<file path="src/rtl/fpcd_pkg.sv">
// constants, types and helpers for the flash protection command sequencer
package fpcd_pkg;
    localparam int ADDR_W = 26;
    localparam int SECT_LSB = 16;
    localparam int LINE_LSB = 8;
    localparam logic [ADDR_W-1:0] ADDR_UNLK1 = 26'h0000555;
    localparam logic [ADDR_W-1:0] ADDR_UNLK2 = 26'h00002AA;
    localparam logic [ADDR_W-1:0] ADDR_ANY = 26'h0000000;
    localparam logic [15:0] D_UNLK1 = 16'h00AA;
    localparam logic [15:0] D_UNLK2 = 16'h0055;
    localparam logic [15:0] D_OVL_ENTER = 16'h00E0;
    localparam logic [15:0] D_PROG = 16'h00A0;
    localparam logic [15:0] D_EXIT1 = 16'h0090;
    localparam logic [15:0] D_EXIT2 = 16'h0000;
    localparam logic [15:0] D_RESET = 16'h00F0;
    localparam logic [15:0] D_BUF_LOAD = 16'h0025;
    localparam logic [15:0] D_BUF_CONF = 16'h0029;
    localparam logic [15:0] D_LOCK_SET = 16'h0000;
    localparam logic [15:0] D_LOCK_CLR = 16'h0001;
    localparam int TIMEOUT_BIT = 5;
    // register map, one aligned word each
    localparam logic [7:0] REG_CTRL = 8'h00;
    localparam logic [7:0] REG_ADDR = 8'h04;
    localparam logic [7:0] REG_DATA0 = 8'h08;
    localparam logic [7:0] REG_DATA1 = 8'h0C;
    localparam logic [7:0] REG_STAT = 8'h10;
    localparam int CTRL_CNT_LSB = 8;
    localparam int STAT_BUSY = 0;
    localparam int STAT_OVL = 1;
    localparam int STAT_ERR = 2;
    localparam int STAT_TOUT = 3;
    localparam int STAT_RD_LSB = 16;
    // bus timing in ns at a 5 ns clock
    localparam int CLK_NS = 5;
    localparam int T_SETUP_NS = 10;
    localparam int T_WP_NS = 35;
    localparam int RANDOM_ACCESS_TIME_NS = 100;
    localparam int T_HOLD_NS = 10;
    localparam int T_CEH_NS = 20;
    function automatic int nsToCyc(input int ns);
        return (ns + CLK_NS - 1) / CLK_NS;
    endfunction : nsToCyc
    localparam logic [4:0] SETUP_CYC = 5'(nsToCyc(T_SETUP_NS));
    localparam logic [4:0] WP_CYC = 5'(nsToCyc(T_WP_NS));
    localparam logic [4:0] ACC_CYC = 5'(nsToCyc(RANDOM_ACCESS_TIME_NS));
    localparam logic [4:0] HOLD_CYC = 5'(nsToCyc(T_HOLD_NS));
    localparam logic [4:0] CEH_CYC = 5'(nsToCyc(T_CEH_NS));
    typedef enum logic [3:0] {
        OP_ENTER = 4'h0, OP_SET = 4'h1, OP_CLEAR = 4'h2, OP_STATUS = 4'h3,
        OP_EXIT = 4'h4, OP_RESET = 4'h5, OP_ABORT = 4'h6, OP_READ = 4'h7,
        OP_KEY = 4'h8, OP_BUF = 4'h9, OP_POLL = 4'hA
    } fpcd_op_t;
    typedef enum logic [2:0] {
        B_IDLE = 3'b000, B_GAP = 3'b001, B_SETUP = 3'b011,
        B_STROBE = 3'b010, B_HOLD = 3'b110
    } fpcd_bus_t;
    typedef struct packed {
        logic last;
        logic isRead;
        logic [ADDR_W-1:0] addr;
        logic [15:0] data;
    } fpcd_step_t;
endpackage : fpcd_pkg
</file>
<file path="src/rtl/fpcd_host.sv">
// host sequencer driving the flash protection command cycles from AHB-Lite
//
// Chosen here: the register addresses and the AHB-Lite register port.
`timescale 1ns/1ps
`default_nettype none
module fpcd_host
    import fpcd_pkg::*;
(
    input wire logic core_clk,
    input wire logic reset_n,
    input wire logic hsel,
    input wire logic [31:0] haddr,
    input wire logic [1:0] htrans,
    input wire logic hwrite,
    input wire logic [2:0] hsize,
    input wire logic [31:0] hwdata,
    input wire logic hready,
    output logic [31:0] hrdata,
    output logic hreadyout,
    output logic hresp,
    output logic [ADDR_W-1:0] flAddr,
    output logic [15:0] flDqOut,
    input wire logic [15:0] flDqIn,
    output logic flDqOe,
    output logic flCeN,
    output logic flWeN,
    output logic flOeN
);
    // one step of a command sequence: address, data, direction, end mark
    function automatic fpcd_step_t fpcdStep(input fpcd_op_t op, input logic [3:0] idx,
        input logic [1:0] cnt, input logic [ADDR_W-1:0] base, input logic [63:0] words);
        fpcd_step_t s;
        logic [1:0] j;
        s = '{last: 1'b0, isRead: 1'b0, addr: ADDR_ANY, data: D_EXIT2};
        j = 2'(idx >> 1);
        unique case (op)
            OP_ENTER, OP_ABORT, OP_BUF:
            begin
                if (idx == 4'h0)
                    s = '{1'b0, 1'b0, ADDR_UNLK1, D_UNLK1};
                else if (idx == 4'h1)
                    s = '{1'b0, 1'b0, ADDR_UNLK2, D_UNLK2};
                else if (op == OP_ENTER)
                    s = '{1'b1, 1'b0, ADDR_UNLK1, D_OVL_ENTER};
                else if (op == OP_ABORT)
                    s = '{1'b1, 1'b0, ADDR_UNLK1, D_RESET};
                else if (idx == 4'h2)
                    s = '{1'b0, 1'b0, base, D_BUF_LOAD};
                else if (idx == 4'h3)
                    s = '{1'b0, 1'b0, base, {14'h0000, cnt}};
                else if (idx <= 4'(cnt) + 4'h4)
                begin
                    j = 2'(idx - 4'h4);
                    // line bits kept, offset wraps inside the line
                    s.addr = {base[ADDR_W-1:LINE_LSB], base[LINE_LSB-1:0] + 8'(j)};
                    s.data = words[{j, 4'h0} +: 16];
                end
                else
                    s = '{1'b1, 1'b0, base, D_BUF_CONF};
            end
            OP_SET, OP_CLEAR:
            begin
                if (idx == 4'h0)
                    s.data = D_PROG;
                else
                    s = '{1'b1, 1'b0, base, (op == OP_SET) ? D_LOCK_SET : D_LOCK_CLR};
            end
            OP_STATUS, OP_READ, OP_POLL:
                s = '{1'b1, 1'b1, base, D_EXIT2};
            OP_EXIT:
            begin
                s.data = (idx == 4'h0) ? D_EXIT1 : D_EXIT2;
                s.last = (idx != 4'h0);
            end
            OP_RESET:
                s = '{1'b1, 1'b0, ADDR_ANY, D_RESET};
            OP_KEY:
            begin
                // one word per program command, word0 first
                if (idx[0] == 1'b0)
                    s.data = D_PROG;
                else
                    s = '{idx == 4'h7, 1'b0, ADDR_W'(j), words[{j, 4'h0} +: 16]};
            end
            default:
                s = '{1'b1, 1'b1, base, D_EXIT2};
        endcase
        return s;
    endfunction : fpcdStep

    logic wrPend_r;
    logic [7:0] wrAddr_r;
    logic [31:0] hrdata_r;
    fpcd_op_t op_r;
    logic [1:0] cnt_r;
    logic [ADDR_W-1:0] addr_r;
    logic [63:0] data_r;
    logic busy_r;
    logic ovl_r;
    logic tout_r;
    logic err_r;
    logic [15:0] rd_r;
    fpcd_bus_t st_r;
    logic [3:0] idx_r;
    logic [4:0] tmr_r;
    logic lastDone_r;
    logic ctrlWr;
    logic opOk;
    logic [3:0] reqOp;
    fpcd_step_t step;

    assign ctrlWr = wrPend_r && (wrAddr_r == REG_CTRL);
    assign reqOp = hwdata[3:0];
    assign step = fpcdStep(op_r, idx_r, cnt_r, addr_r, data_r);

    // legality of a requested operation against overlay and timeout state
    always_comb
    begin
        opOk = 1'b0;
        case (reqOp)
            OP_SET, OP_CLEAR, OP_STATUS: opOk = ovl_r;
            OP_READ: opOk = !ovl_r && !tout_r;
            OP_ENTER, OP_EXIT, OP_RESET, OP_ABORT, OP_KEY, OP_BUF, OP_POLL: opOk = 1'b1;
            default: opOk = 1'b0;
        endcase
    end

    // bus slave: zero wait states, hsize ignored since only words are used
    always_ff @(posedge core_clk)
    begin
        if (!reset_n)
        begin
            wrPend_r <= 1'b0;
            wrAddr_r <= 8'h00;
            hrdata_r <= 32'h00000000;
        end
        else
        begin
            wrPend_r <= hsel && hready && htrans[1] && hwrite;
            if (hsel && hready && htrans[1])
            begin
                wrAddr_r <= haddr[7:0];
                case (haddr[7:0])
                    REG_CTRL: hrdata_r <= {22'h000000, cnt_r, 4'h0, op_r};
                    REG_ADDR: hrdata_r <= 32'(addr_r);
                    REG_DATA0: hrdata_r <= data_r[31:0];
                    REG_DATA1: hrdata_r <= data_r[63:32];
                    REG_STAT: hrdata_r <= {rd_r, 12'h000, tout_r, err_r, ovl_r, busy_r};
                    default: hrdata_r <= 32'h00000000;
                endcase
            end
        end
    end

    // software registers; writes while busy are dropped to keep a sequence whole
    always_ff @(posedge core_clk)
    begin
        if (!reset_n)
        begin
            addr_r <= '0;
            data_r <= 64'h0000000000000000;
            op_r <= OP_RESET;
            cnt_r <= 2'b00;
        end
        else if (wrPend_r && !busy_r)
        begin
            if (wrAddr_r == REG_ADDR)
                addr_r <= hwdata[ADDR_W-1:0];
            if (wrAddr_r == REG_DATA0)
                data_r[31:0] <= hwdata;
            if (wrAddr_r == REG_DATA1)
                data_r[63:32] <= hwdata;
            if (ctrlWr && opOk)
            begin
                op_r <= fpcd_op_t'(reqOp);
                cnt_r <= hwdata[CTRL_CNT_LSB +: 2];
            end
        end
    end

    // overlay and timeout tracking; error sticks until the next accepted request
    always_ff @(posedge core_clk)
    begin
        if (!reset_n)
        begin
            ovl_r <= 1'b0;
            tout_r <= 1'b0;
            err_r <= 1'b0;
        end
        else
        begin
            if (ctrlWr && !busy_r)
            begin
                err_r <= !opOk;
                if (opOk && reqOp == OP_ENTER)
                    ovl_r <= 1'b1;
                if (opOk && (reqOp == OP_EXIT || reqOp == OP_RESET))
                begin
                    ovl_r <= 1'b0;
                    tout_r <= 1'b0;
                end
            end
            else if (ctrlWr)
                err_r <= 1'b1;
            // a status poll showing the timeout bit blocks array reads
            if (st_r == B_STROBE && tmr_r == 5'h00 && op_r == OP_POLL && flDqIn[TIMEOUT_BIT])
                tout_r <= 1'b1;
        end
    end

    // bus cycle engine: gap with CE high, setup, strobe, hold
    always_ff @(posedge core_clk)
    begin
        if (!reset_n)
        begin
            st_r <= B_IDLE;
            busy_r <= 1'b0;
            idx_r <= 4'h0;
            tmr_r <= 5'h00;
            lastDone_r <= 1'b0;
            rd_r <= 16'h0000;
            flAddr <= '0;
            flDqOut <= 16'h0000;
            flDqOe <= 1'b0;
            flCeN <= 1'b1;
            flWeN <= 1'b1;
            flOeN <= 1'b1;
        end
        else
        begin
            if (tmr_r != 5'h00)
                tmr_r <= tmr_r - 5'h01;
            unique case (st_r)
                B_IDLE:
                begin
                    if (ctrlWr && !busy_r && opOk)
                    begin
                        busy_r <= 1'b1;
                        idx_r <= 4'h0;
                        lastDone_r <= 1'b0;
                        tmr_r <= CEH_CYC - 5'h01;
                        st_r <= B_GAP;
                    end
                end
                B_GAP:
                begin
                    // CE stays high before every access, reads included
                    if (tmr_r == 5'h00 && lastDone_r)
                    begin
                        busy_r <= 1'b0;
                        st_r <= B_IDLE;
                    end
                    else if (tmr_r == 5'h00)
                    begin
                        flAddr <= step.addr;
                        flDqOut <= step.data;
                        flDqOe <= !step.isRead;
                        flCeN <= 1'b0;
                        tmr_r <= SETUP_CYC - 5'h01;
                        st_r <= B_SETUP;
                    end
                end
                B_SETUP:
                begin
                    if (tmr_r == 5'h00)
                    begin
                        flWeN <= step.isRead;
                        flOeN <= !step.isRead;
                        tmr_r <= (step.isRead ? ACC_CYC : WP_CYC) - 5'h01;
                        st_r <= B_STROBE;
                    end
                end
                B_STROBE:
                begin
                    if (tmr_r == 5'h00)
                    begin
                        if (step.isRead)
                            rd_r <= flDqIn;
                        flWeN <= 1'b1;
                        flOeN <= 1'b1;
                        tmr_r <= HOLD_CYC - 5'h01;
                        st_r <= B_HOLD;
                    end
                end
                B_HOLD:
                begin
                    if (tmr_r == 5'h00)
                    begin
                        flCeN <= 1'b1;
                        flDqOe <= 1'b0;
                        lastDone_r <= step.last;
                        if (!step.last)
                            idx_r <= idx_r + 4'h1;
                        tmr_r <= CEH_CYC - 5'h01;
                        st_r <= B_GAP;
                    end
                end
            endcase
        end
    end

    assign hrdata = hrdata_r;
    // zero wait states: the slave is always ready
    assign hreadyout = 1'b1;
    assign hresp = 1'b0;

    chk_entry_cmd: assert property (@(posedge core_clk) disable iff (!reset_n)
        $fell(flWeN) && op_r == OP_ENTER |-> (idx_r == 4'h1) ? flAddr == ADDR_UNLK2
        : (flAddr == ADDR_UNLK1 && flDqOut == ((idx_r == 4'h0) ? D_UNLK1 : D_OVL_ENTER)))
        else $error("overlay entry cycle wrong");
    chk_lock_write: assert property (@(posedge core_clk) disable iff (!reset_n)
        $fell(flWeN) && (op_r == OP_SET || op_r == OP_CLEAR) && idx_r == 4'h1
        |-> flAddr[ADDR_W-1:SECT_LSB] == addr_r[ADDR_W-1:SECT_LSB]
        && flDqOut == ((op_r == OP_SET) ? D_LOCK_SET : D_LOCK_CLR))
        else $error("lock set or clear cycle wrong");
    chk_exit_first: assert property (@(posedge core_clk) disable iff (!reset_n)
        ctrlWr && !busy_r && reqOp == OP_READ && ovl_r |=> err_r && !busy_r)
        else $error("array read taken inside overlay");
    chk_buf_line: assert property (@(posedge core_clk) disable iff (!reset_n)
        $fell(flWeN) && op_r == OP_BUF && idx_r >= 4'h3 && !step.last
        |-> flAddr[ADDR_W-1:LINE_LSB] == addr_r[ADDR_W-1:LINE_LSB]
        && (idx_r != 4'h3 || flDqOut == {14'h0000, cnt_r}))
        else $error("buffer count or line wrong");
    chk_tout_block: assert property (@(posedge core_clk) disable iff (!reset_n)
        tout_r && !(ctrlWr && !busy_r && (reqOp == OP_RESET || reqOp == OP_EXIT))
        |=> tout_r)
        else $error("timeout flag dropped without reset");
    chk_abort_len: assert property (@(posedge core_clk) disable iff (!reset_n)
        $fell(busy_r) && op_r == OP_ABORT |-> $past(idx_r) == 4'h2)
        else $error("abort reset not three cycles");
    chk_key_order: assert property (@(posedge core_clk) disable iff (!reset_n)
        $fell(flWeN) && op_r == OP_KEY
        |-> idx_r[0] ? flAddr == ADDR_W'(idx_r >> 1) : flDqOut == D_PROG)
        else $error("key word order wrong");
    chk_read_acc: assert property (@(posedge core_clk) disable iff (!reset_n)
        $rose(flOeN) |-> $past(flOeN, ACC_CYC) == 1'b0 && !flCeN)
        else $error("read strobe shorter than access time");
    chk_read_ceh: assert property (@(posedge core_clk) disable iff (!reset_n)
        $fell(flCeN) |-> $past(flCeN, 2) && $past(flCeN, 3))
        else $error("chip enable not high before access");
endmodule : fpcd_host
`default_nettype wire

</file>
<file path="config.mk">
export PLATFORM = sky130hd
export DESIGN_NAME = fpcd_host
export DESIGN_NICKNAME = d
export VERILOG_FILES = /design/src/rtl/fpcd_pkg.sv /design/src/rtl/fpcd_host.sv
export SDC_FILE = /design/constraint.sdc
export NUM_CORES = 1
export LEC_CHECK = 0
export ABC_AREA = 0
export BUFFER_PORTS_ARGS = -buffer_cell sky130_fd_sc_hd__buf_2
export CORE_ASPECT_RATIO = 1.2
export CORE_UTILIZATION = 57
export CTS_CLUSTER_SIZE = 16
export DETAILED_ROUTE_END_ITERATION = 16
export PLACE_DENSITY = 0.8
export SYNTH_ARGS = -nofsm -noshare
export SYNTH_HDL_FRONTEND = slang
export SYNTH_SLANG_ARGS = --single-unit
</file>
<file path="constraint.sdc">
create_clock -name core_clk -period 3.65 [get_ports core_clk]
set_input_delay 0 -clock core_clk [delete_from_list [all_inputs] [get_ports core_clk]]
set_output_delay 0 -clock core_clk [all_outputs]
set_load 0.02 [all_outputs]
</file>
Word level (Yosys, flattened, before mapping)
Cells that the tools add are included.

operators by class
  order comparisons = 1
  equal/unequal tests = 42
  reduce and logical (&&, ||, !) cells = 57
  shift operators = 2
  add/subtract/negate cells = 6
  multiply operators = 0
  div/mod/pow operators = 0
  bitwise gates (word level) = 1
  mux-type cells = 61

operators by type and width
  operator                                       number
  two-way mux 44 bit                             6
  one-hot mux 32 bit (5 select lines)            1
  variable part select 64 x 7 -> 16 bit          2
  one-hot mux 27 bit (4 select lines)            1
  one-hot mux 16 bit (5 select lines)            1
  two-way mux 28 bit                             2
  two-way mux 5 bit                              7
  == test 4 x 3 -> 1 bit, second input constant  8
  == test 8 x 4 -> 1 bit, second input constant  4
  one-hot mux 5 bit (5 select lines)             1
  == test 4 bit, second input constant           6
  two-way mux 24 bit                             1
  == test 4 x 2 -> 1 bit, second input constant  5
  two-way mux 1 bit                              18
  two-way mux 3 bit                              6
  == test 8 x 3 -> 1 bit, second input constant  2
  zero test 8 bit                                2
  two-way mux 16 bit                             1
  two-way mux 8 bit                              2
  nonzero test 2 bit                             8
  logical AND 1 bit                              15
  one-hot mux 3 bit (5 select lines)             1
  AND reduction 3 bit                            5
  != test 2 bit, second input constant           7
  33 further kinds                               58

storage, ports and cells
  output and inout bits = 80
  bits in writable memories = 0
  memories kept = 0
  memory bits (read-only) = 0
  register bits after elaboration = 216
  bits in latches = 0
  word-level logic and storage cells = 193

Longest topological paths before layout
Gate-level depths: netlist (run 1).

  word-level depth = 14
  depth in mapped cells = 13
  gate-level depth less buffers = 9

Least setup slack after synthesis (run 1)
No wires, ideal clock.

  path type = register to register
  start point = reg idx_r[1]
  end point = reg flAddr[0]
  setup slack = 647 ps
  stages on the path, launching flop included = 13
  library setup time = 122 ps
  arrival time = 2881 ps
  required time = 3528 ps
  period minus slack after synthesis = 3003 ps
  path buffers = 4
  cell sequence = dfxtp_1 -> clkbuf_1 -> buf_2 -> buf_2 -> inv_1 -> ha_1 -> nor3b_2 -> buf_2 -> a211o_1 -> a221oi_1 -> o22ai_1 -> a221oi_1 -> nor2_1

on the way
  cells in the longest elaborated chain, start to end = 9

ends and longest elaborated chain
  what                                   RTL line          text
  start: declaration                     fpcd_host.sv:104  logic [3:0] idx_r;
  start signal: assignment               fpcd_host.sv:293  idx_r <= idx_r + 4'h1;
  less-or-equal comparator 4 bit         fpcd_host.sv:51   else if (idx <= 4'(cnt) + 4'h4)
  two-way mux 24 bit                     fpcd_host.sv:51
  two-way mux 44 bit                     fpcd_host.sv:49   else if (idx == 4'h3)
  two-way mux 44 bit                     fpcd_host.sv:47   else if (idx == 4'h2)
  two-way mux 44 bit                     fpcd_host.sv:45   else if (op == OP_ABORT)
  two-way mux 44 bit                     fpcd_host.sv:43   else if (op == OP_ENTER)
  two-way mux 44 bit                     fpcd_host.sv:41   else if (idx == 4'h1)
  two-way mux 44 bit                     fpcd_host.sv:39   if (idx == 4'h0)
  one-hot mux 27 bit (4 select lines) *  fpcd_host.sv:36   unique case (op)
  end signal: assignment                 fpcd_host.sv:255  flAddr <= step.addr;
  end: declaration                       fpcd_host.sv:21   output logic [ADDR_W-1:0] flAddr,

Mark *: on every way between the ends. The rest lies on a longest branch, timed or not.
A chain may end at the register's enable or synchronous reset.

Final worst setup path (run 1)
  start point = reg idx_r[1]
  end point = reg flAddr[19]

on the way
  cells in the longest elaborated chain, start to end = 7

ends and longest elaborated chain
  what                                   RTL line
  == test 4 x 2 -> 1 bit                 fpcd_host.sv:47
  two-way mux 44 bit                     fpcd_host.sv:47
  two-way mux 44 bit                     fpcd_host.sv:45
  two-way mux 44 bit                     fpcd_host.sv:43
  two-way mux 44 bit                     fpcd_host.sv:41
  two-way mux 44 bit                     fpcd_host.sv:39
  one-hot mux 27 bit (4 select lines) *  fpcd_host.sv:36

Marked as above.

==> results_dict.tcl, run 1 <==
set metrics [dict create \
    status "finished, final reports clean" \
    ys_warn_count 0 \
    grt_usage_pct 33.7 \
    drive_gt1_share_pct 19.5 \
    tightest_slew_ns 1.24 \
    final_common_cell "nand2_1" \
    switchingPower_w 0.00130 \
    path_max_fanout 14 \
    internal_power_w 0.00397 \
    hold_violations 0 \
    pwr-share-clk_pct 43.8 \
    io_pins 170 \
    leakage_nw 4.95 \
    r2r-end "flAddr[19]" \
    ir_worst_vdd_v 0.000429 \
    arrival_ns 3.28 \
    reg2reg_from "idx_r[1]" \
    insertedDiodeCount 0 \
    h-tree-depth 1 \
    drt-total-wl_um 33200 \
    ff2ff_setup_slack_ns 0.77 \
    yosysTopAreaCell "dfxtp_1" \
    p_per_area_nw_per_um2 405 \
    cts-root-buf "clkbuf_16" \
    post_cts_buffers 0 \
    place_ws_ns 0.827 \
    synth-seq-area-share_pct 39.8 \
    final_cell_mix "254 x nand2_1, 215 x dfxtp_1, 138 x buf_2" \
    clk_pin_slew_ns 0.07 \
    syn_area_per_cell_um2 8.87 \
    maxCapViolCount 0 \
    reg2reg_depth 9 \
    multi_input_area_um2 6100 \
    skew_ns 0.0131 \
    max_slew_margin_pct 17.1 \
    ys_top_cells_by_area "dfxtp_1 40%, nand2_1 8.8%, mux4_2 7.0%, a21boi_0 5.9%, mux2i_1 3.4%" \
    worstHoldPathType "input pin to flop" \
    cp-start-kind "flop" \
    via_per_inst 6.16 \
    min_period_ns 2.88 \
    drc 0 \
    grt_max_degree 92 \
    gr-total-overflow 0 \
    synth_cell_types 79 \
    wl_per_cell_um 20.2 \
    ys_ff_latch 216 \
    p_sw_share_pct 24.7 \
    start_util_pct 58.9 \
    antenna_found_initial 0 \
    async_reset_ff_share_pct 0 \
    grt_pass1_wl_um 52000 \
    syn_inst 1226 \
    grt_pass1_vias 9611 \
    cts.sinks 216 \
    rsz0062_at_grt "false" \
    clock.fmax_mhz 348 \
    synth_edf_count 0 \
    num_rows 54 \
    slew_violations 0 \
    drt-pass1-iter-count 5 \
    clk_latency_ns 0.51 \
    syn_area_um2 10900 \
    ff_latch_area_um2 4330 \
    num_vias 10112 \
    final_net_count 1476 \
    area_growth_pct 19.8 \
    hpwl_um 22100 \
    synth_top_area_share_pct 39.8 \
    fin_ws_ns 0.774 \
    routabilityCongestion 0.965 \
    die_w_um 128 \
    cts_buffer_depth 3 \
    io_buffers 139 \
    critical_path_class "flop to flop" \
    nFillCells 1402 \
    end_kind "flop" \
    drtIter0Drc 1117 \
    pwr-share-seq_pct 46.2 \
    design.die.area_um2 19600 \
    cts_buffers 22 \
    critPathRequiredTime_ns 4.05 \
    holdCritStartpoint "haddr[2]" \
    power_w 0.00527 \
    ys.flop_type "dfxtp_1" \
    min_to "wrAddr_r[2]" \
    timing.final.crit_share_pct 78.8 \
    hold_depth 3 \
    p_comb_share_pct 10.0 \
    tns_ns 0 \
    die_h_um 153 \
    tritoncts "done" \
    ant_nets 0 \
    setup_viol 0 \
    coreArea_um2 18400 \
    synth_fp_nets 1327 \
]
[stage by stage]
| stage | area, um^2 | hold slack, ns | std cells | util, % |
|---|---|---|---|---|
| detailed placement | 11700 | 0.240 | 1544 | 63.4 |
| global placement | 11700 | 0.225 | 1544 | 63.4 |
| finish | 13000 | 0.0185 | 1641 | 70.6 |
| floorplan | 10900 | 0.124 | 1226 | - |
| global route | 13000 | 0.0339 | 1641 | 70.6 |
| CTS | 13000 | 0.00591 | 1641 | 70.6 |
[synth_stat cells (all sizes together), types with 3 or more instances]
cell type and instances:
o31ai 4, o21ai 68, xor2 7, nor2b 45, dfxtp 216, a21o 7
nor3b 6, nand4 5, o211a 11, a21boi 87, nand3 30, ha 10
a211o 5, nand2b 6, xnor2 4, mux2i 37, and3 9, nor4b 8
o211ai 3, a31oi 15, a22oi 16, a222oi 7, o21a 3, nor2 45
or2 4, nand2 254, buf 31, a211oi 5, a22o 23, a21oi 40
and2 26, mux2 11, a221oi 14, nor4 6, and4 3, inv 9
nor3 10, mux4 34, clkbuf 71
[power groups by stage]
stage | clock, W | combinational [W] | sequential (W)
2_1_floorplan | 0 | 0.000313 | 0.00249
3_3_place_gp | 0 | 0.000462 | 0.00248
3_5_place_dp | 0 | 0.000472 | 0.00249
4_1_cts | 0.00233 | 0.000521 | 0.00243
5_1_grt | 0.00244 | 0.000579 | 0.00244
6_report | 0.00231 | 0.000529 | 0.00243
[layer usage]
layer	wire, um	vias up	global-route usage, %	part of all wire [%]
li1	-	4686	-	-
met1	13000	4826	42.8	39
met2	15700	499	55.8	47
met3	2830	101	5.08	8.5
met4	1620	0	16.5	4.9
met5	0	-	0	0
[worst max-delay path by stage]
stage               startpoint          to  slack (ns)  cells past startpoint
global placement      idx_r[1]   flAddr[1]        0.88                      8
global route          idx_r[1]  flAddr[19]        0.56                      9
CTS                   idx_r[1]   flAddr[1]        0.81                      8
finish                idx_r[1]  flAddr[19]        0.77                      9
detailed placement    idx_r[1]   flAddr[1]        0.83                      8
floorplan             idx_r[1]   flAddr[0]        0.65                     12
[repair_timing]
action	CTS	global route
gates resized for setup	0	0
hold buffers	59	0
hold endpoints to repair	134	0
[registers in the layout, indices dropped and copies added, names as in the netlist]
name	cells
data_r	64
hrdata	32
addr_r	26
flAddr	26
flDqOut	16
rd_r	16
wrAddr_r	8
tmr_r	5
idx_r	4
op_r	4
st_r	3
cnt_r	2
busy_r	1
err_r	1
flCeN	1
flDqOe	1
flOeN	1
flWeN	1
lastDone_r	1
ovl_r	1
tout_r	1
wrPend_r	1
[critical path: stages, from the launching register on]
cell and delay, ns:
dfxtp_2 0.42, inv_1 0.12, ha_1 0.15, nor3b_2 0.68, o31ai_1 0.14, a221o_1 0.55
nor2_1 0.22, nor2_1 0.06, buf_4 0.22, a22o_1 0.21
[logic make-up after synthesis]
| group | count (synthesis) | share of synthesized area [%] |
|---|---|---|
| fa+ha+maj | 11 | 1.34 |
| buf+inv | 111 | 4.29 |
| compound gates | 324 | 20.9 |
| simple gates | 469 | 21.2 |
| mux | 82 | 11.6 |
| xor+xnor | 11 | 0.886 |
| flops | 216 | 39.8 |
| other cells | 2 | 0.0691 |
[layout make-up]
cell class                      instances  share of cell area, %
Multi-Input combinational cell        899                   46.8
Sequential cell                       216                   33.2
Timing Repair Buffer                  227                   11.6
Clock buffer                           29                   4.81
Tap cell                              252                   2.42
Clock inverter                          9                  0.903
Inverter                                9                  0.259
Power figures use the tool's default switching activity.
==> run 2, diff against run 1 <==
clock period = 2.8 ns   (was 3.65 ns; I/O delays follow)
==> results_dict.tcl, run 2 (synthesis results as in run 1) <==
set metrics [dict create \
    status "finished, final reports clean" \
    switchingPower_w 0.00172 \
    dp_cells 1568 \
    tightest_slew_ns 0.713 \
    drtIter0Drc 1064 \
    clock.fmax_mhz 394 \
    ant_nets 0 \
    arrival_ns 2.94 \
    clk_pin_slew_ns 0.06 \
    routabilityCongestion 1.01 \
    ir_worst_vdd_v 0.000480 \
    worstHoldPathType "input pin to flop" \
    final_cell_count_no_fill 1666 \
    cts.sinks 216 \
    antenna_found_initial 0 \
    reg2reg_depth 6 \
    num_rows 54 \
    post_cts_resized 0 \
    io_pins 170 \
    top_layer "met4" \
    ff2ff_setup_slack_ns 0.26 \
    via_per_inst 6.21 \
    dpl_cell_area_um2 11900 \
    start_util_pct 58.9 \
    clk_latency_ns 0.51 \
    final_common_cell "nand2_1" \
    r2r-end "idx_r[2]" \
    path_max_fanout 20 \
    hold_depth 3 \
    final_net_count 1499 \
    drt-met1-wl_um 13300 \
    p_per_area_nw_per_um2 536 \
    min_period_ns 2.54 \
    maxCapViolCount 0 \
    h-tree-depth 1 \
    cts_buffers 22 \
    cts_buffer_depth 3 \
    regMostFlops "data_r" \
    coreArea_um2 18400 \
    tritoncts "done" \
    design.die.area_um2 19600 \
    hpwl_um 23200 \
    grt_max_degree 70 \
    skew_ns 0.00991 \
    critPathRequiredTime_ns 3.20 \
    leakage_nw 5.10 \
    final_util_pct 72.0 \
    timing.final.crit_share_pct 90.7 \
    whs_ns 0.0289 \
    setup_viol 0 \
    area_growth_pct 22.1 \
    num_vias 10349 \
    grt_pass1_wl_um 54900 \
    fin_area_um2 13300 \
    p_comb_share_pct 10.2 \
    holdCritStartpoint "haddr[3]" \
    cp-start-kind "flop" \
    pwr-share-seq_pct 44.7 \
    drt-total-wl_um 34800 \
    drive_gt1_share_pct 20.9 \
    critical_path_class "flop to flop" \
    drt-pass1-iter-count 7 \
    slew_violations 0 \
    end_kind "flop" \
    grt_pass1_vias 10153 \
    min_to "wrAddr_r[3]" \
    pwr-share-clk_pct 45.1 \
    internal_power_w 0.00539 \
    hold_violations 0 \
    drc 0 \
    largest_reg_flops 64 \
    rsz0062_at_grt "false" \
    p_sw_share_pct 24.2 \
    max_slew_margin_pct 52.4 \
    reg2reg_from "op_r[2]" \
    tns_ns 0 \
    io_buffers 139 \
    met3RoutedLength_um 2760 \
    cts-root-buf "clkbuf_16" \
    die_w_um 128 \
    insertedDiodeCount 0 \
    wl_per_cell_um 20.9 \
    final_cell_mix "254 x nand2_1, 215 x dfxtp_1, 138 x buf_2" \
    route.met2.wl_um 17100 \
    grt_usage_pct 35.7 \
    gr-total-overflow 0 \
    die_h_um 153 \
]
==> run 2: repair_timing <==
item,CTS,global route
buffers inserted,0,1
hold endpoints to repair,133,0
hold buffers,57,0
setup endpoints to repair,0,1
==> run 2: worst max path at each step <==
stage | start | end | slack [ns] | cells past startpoint
finish | op_r[2] | idx_r[2] | 0.26 | 6
global route | op_r[2] | idx_r[2] | 0.11 | 6
CTS | tmr_r[1] | rd_r[6] | 0.36 | 10
detailed placement | op_r[2] | idx_r[2] | 0.40 | 6
global placement | op_r[2] | idx_r[2] | 0.44 | 6
floorplan | idx_r[1] | flAddr[0] | 0.05 | 12
==> run 2: final cells by class <==
cell class	count	area (um^2)
Clock buffer	32	638
Clock inverter	8	154
Fill cell	1379	5170
Inverter	9	33.8
Multi-Input combinational cell	899	6100
Sequential cell	216	4330
Tap cell	252	315
Timing Repair Buffer	250	1710
==> run 2: routing by layer <==
metal | vias to the layer above | global-route usage (%)
li1 | 4731 | -
met3 | 105 | 5.64
met2 | 525 | 59.3
met5 | - | 0
met1 | 4988 | 44.4
met4 | 0 | 18.5
==> run 2: per-stage QoR <==
step | setup slack, ns | total power (W)
5_1_grt | 0.112 | 0.00732
3_3_place_gp | 0.441 | 0.00385
6_report | 0.260 | 0.00711
4_1_cts | 0.359 | 0.00710
3_5_place_dp | 0.399 | 0.00387
2_1_floorplan | 0.0454 | 0.00365
==> run 2: worst max-delay path: stages, from the launching register on <==
cell	delay, ns
dfxtp_1	0.75
xor2_1	0.32
nand2b_1	0.29
a311oi_1	0.17
nor4_2	0.32
and3b_1	0.28
a211o_1	0.30
==> run 2: power by group through the flow <==
stage	Clock, W	Combinational [W]	Sequential, W
floorplan	0	0.000407	0.00324
global placement	0	0.000615	0.00324
detailed placement	0	0.000632	0.00324
CTS	0.00323	0.000695	0.00317
global route	0.00335	0.000789	0.00318
finish	0.00321	0.000725	0.00318
==> run 3, diff against run 2 <==
CELL_PAD_IN_SITES_DETAIL_PLACEMENT = 1   (was not set)
CELL_PAD_IN_SITES_GLOBAL_PLACEMENT = 1   (was not set)
CORE_UTILIZATION = 43   (was 57)
PLACE_DENSITY = not set   (was 0.8)
PLACE_DENSITY_LB_ADDON = 0.1   (was not set)
==> results_dict.tcl, run 3 (synthesis results as in run 1) <==
set metrics [dict create \
    via_per_inst 5.80 \
    cts-root-buf "clkbuf_16" \
    hold_violations 0 \
    clk_pin_slew_ns 0.06 \
    drive_gt1_share_pct 20.7 \
    leakage_nw 5.10 \
    switchingPower_w 0.00177 \
    final_common_cell "nand2_1" \
    io_pins 170 \
    clk_latency_ns 0.53 \
    drc 0 \
    timing.final.crit_share_pct 92.8 \
    h-tree-depth 1 \
    min_period_ns 2.60 \
    nFillCells 2933 \
    post_cts_resized 0 \
    hpwl_um 26700 \
    cts_buffers 25 \
    ir_worst_vdd_v 0.000370 \
    pwr-share-clk_pct 45.9 \
    critPathRequiredTime_ns 3.26 \
    post_cts_buffers 0 \
    p_comb_share_pct 9.9 \
    final_cell_mix "254 x nand2_1, 215 x dfxtp_1, 138 x buf_2" \
    grt_usage_pct 29.1 \
    design.die.area_um2 25900 \
    cp-start-kind "flop" \
    grt_pass1_vias 10302 \
    max_slew_margin_pct 22.8 \
    whs_ns 0.0410 \
    tns_ns 0 \
    ant_nets 0 \
    die_w_um 147 \
    grt_pass1_wl_um 58600 \
    p_sw_share_pct 24.7 \
    tritoncts "done" \
    largest_reg_flops 64 \
    dp_cells 1639 \
    cts.sinks 216 \
    end_kind "flop" \
    regMostFlops "data_r" \
    io_buffers 139 \
    tightest_slew_ns 1.15 \
    skew_ns 0.0120 \
    status "finished, final reports clean" \
    critical_path_class "flop to flop" \
    fin_area_um2 13400 \
    clock.fmax_mhz 385 \
    final_net_count 1500 \
    antenna_found_initial 1 \
    num_vias 10092 \
    final_cell_count_no_fill 1739 \
    area_growth_pct 22.8 \
    ff_latch_area_um2 4330 \
    drt-total-wl_um 37800 \
    path_max_fanout 13 \
    power_w 0.00718 \
    drtIter0Drc 576 \
    p_per_area_nw_per_um2 538 \
    multi_input_area_um2 6100 \
    start_util_pct 43.9 \
    insertedDiodeCount 0 \
    internal_power_w 0.00541 \
    setup_viol 0 \
    cts_buffer_depth 3 \
    slew_violations 0 \
    arrival_ns 3.06 \
    coreArea_um2 24800 \
    wl_per_cell_um 21.7 \
    maxCapViolCount 0 \
    pwr-share-seq_pct 44.2 \
    dpl_cell_area_um2 12000 \
    drt-pass1-iter-count 5 \
    routabilityCongestion 0.963 \
    worstHoldPathType "input pin to flop" \
    grt_max_degree 91 \
    die_h_um 176 \
    gr-total-overflow 0 \
    rsz0062_at_grt "false" \
    num_rows 63 \
]
## run 3: critical path, stage by stage, from the launching register on
cell and delay, ns:
dfxtp_1 0.38, inv_1 0.07, ha_1 0.31, nor2b_1 0.15
o211a_1 0.23, nor2_1 0.88, nand3_1 0.18, nand3_1 0.19
o211a_1 0.15
## run 3: worst paths after layout
check | startpoint | endpoint | slack (ns) | depth (start not counted)
hold / removal | haddr[3] | wrAddr_r[3] | 0.04 | 3
setup / recovery | cnt_r[1] | flDqOut[8] | 0.20 | 8
hold reg to reg | hrdata[19] | hrdata[19] | 0.45 | 1
setup reg to reg | cnt_r[1] | flDqOut[8] | 0.20 | 8
## run 3: through the flow
stage          setup WS [ns]  utilization, %
6_report               0.201            54.0
5_1_grt               0.0902            54.0
4_1_cts                0.253            54.0
3_5_place_dp           0.284            48.4
3_3_place_gp           0.424            48.4
2_1_floorplan         0.0454               -
## run 3: area by class of cell
| class | count | share of cell area, % |
|---|---|---|
| clock buffers | 35 | 5.19 |
| clock inverters | 7 | 0.825 |
| inverters | 9 | 0.253 |
| multi-input cells | 899 | 45.7 |
| flip-flops and latches | 216 | 32.4 |
| well taps | 325 | 3.05 |
| repair buffers | 248 | 12.6 |
## run 3: power groups by stage
stage,Sequential [W],Combinational [W],Clock [W]
global route,0.00318,0.000773,0.00347
detailed placement,0.00324,0.000646,0
floorplan,0.00324,0.000407,0
CTS,0.00317,0.000711,0.00335
finish,0.00317,0.000711,0.00330
global placement,0.00324,0.000633,0
## run 3: what timing repair did
item                                    4_1_cts  5_1_grt
endpoints found under the hold margin       140        0
hold buffers                                 58        0
endpoints found under the setup margin        0        0
## run 3: metal layers
layer | GRT usage, % | wire [um] | part of all wire (%) | vias up
li1 | - | - | - | 4729
met1 | 35.7 | 15900 | 42 | 5031
met3 | 3.07 | 1580 | 4.2 | 70
met2 | 52.6 | 19000 | 50 | 262
met5 | 0 | 0 | 0 | -
met4 | 10.1 | 1310 | 3.5 | 0
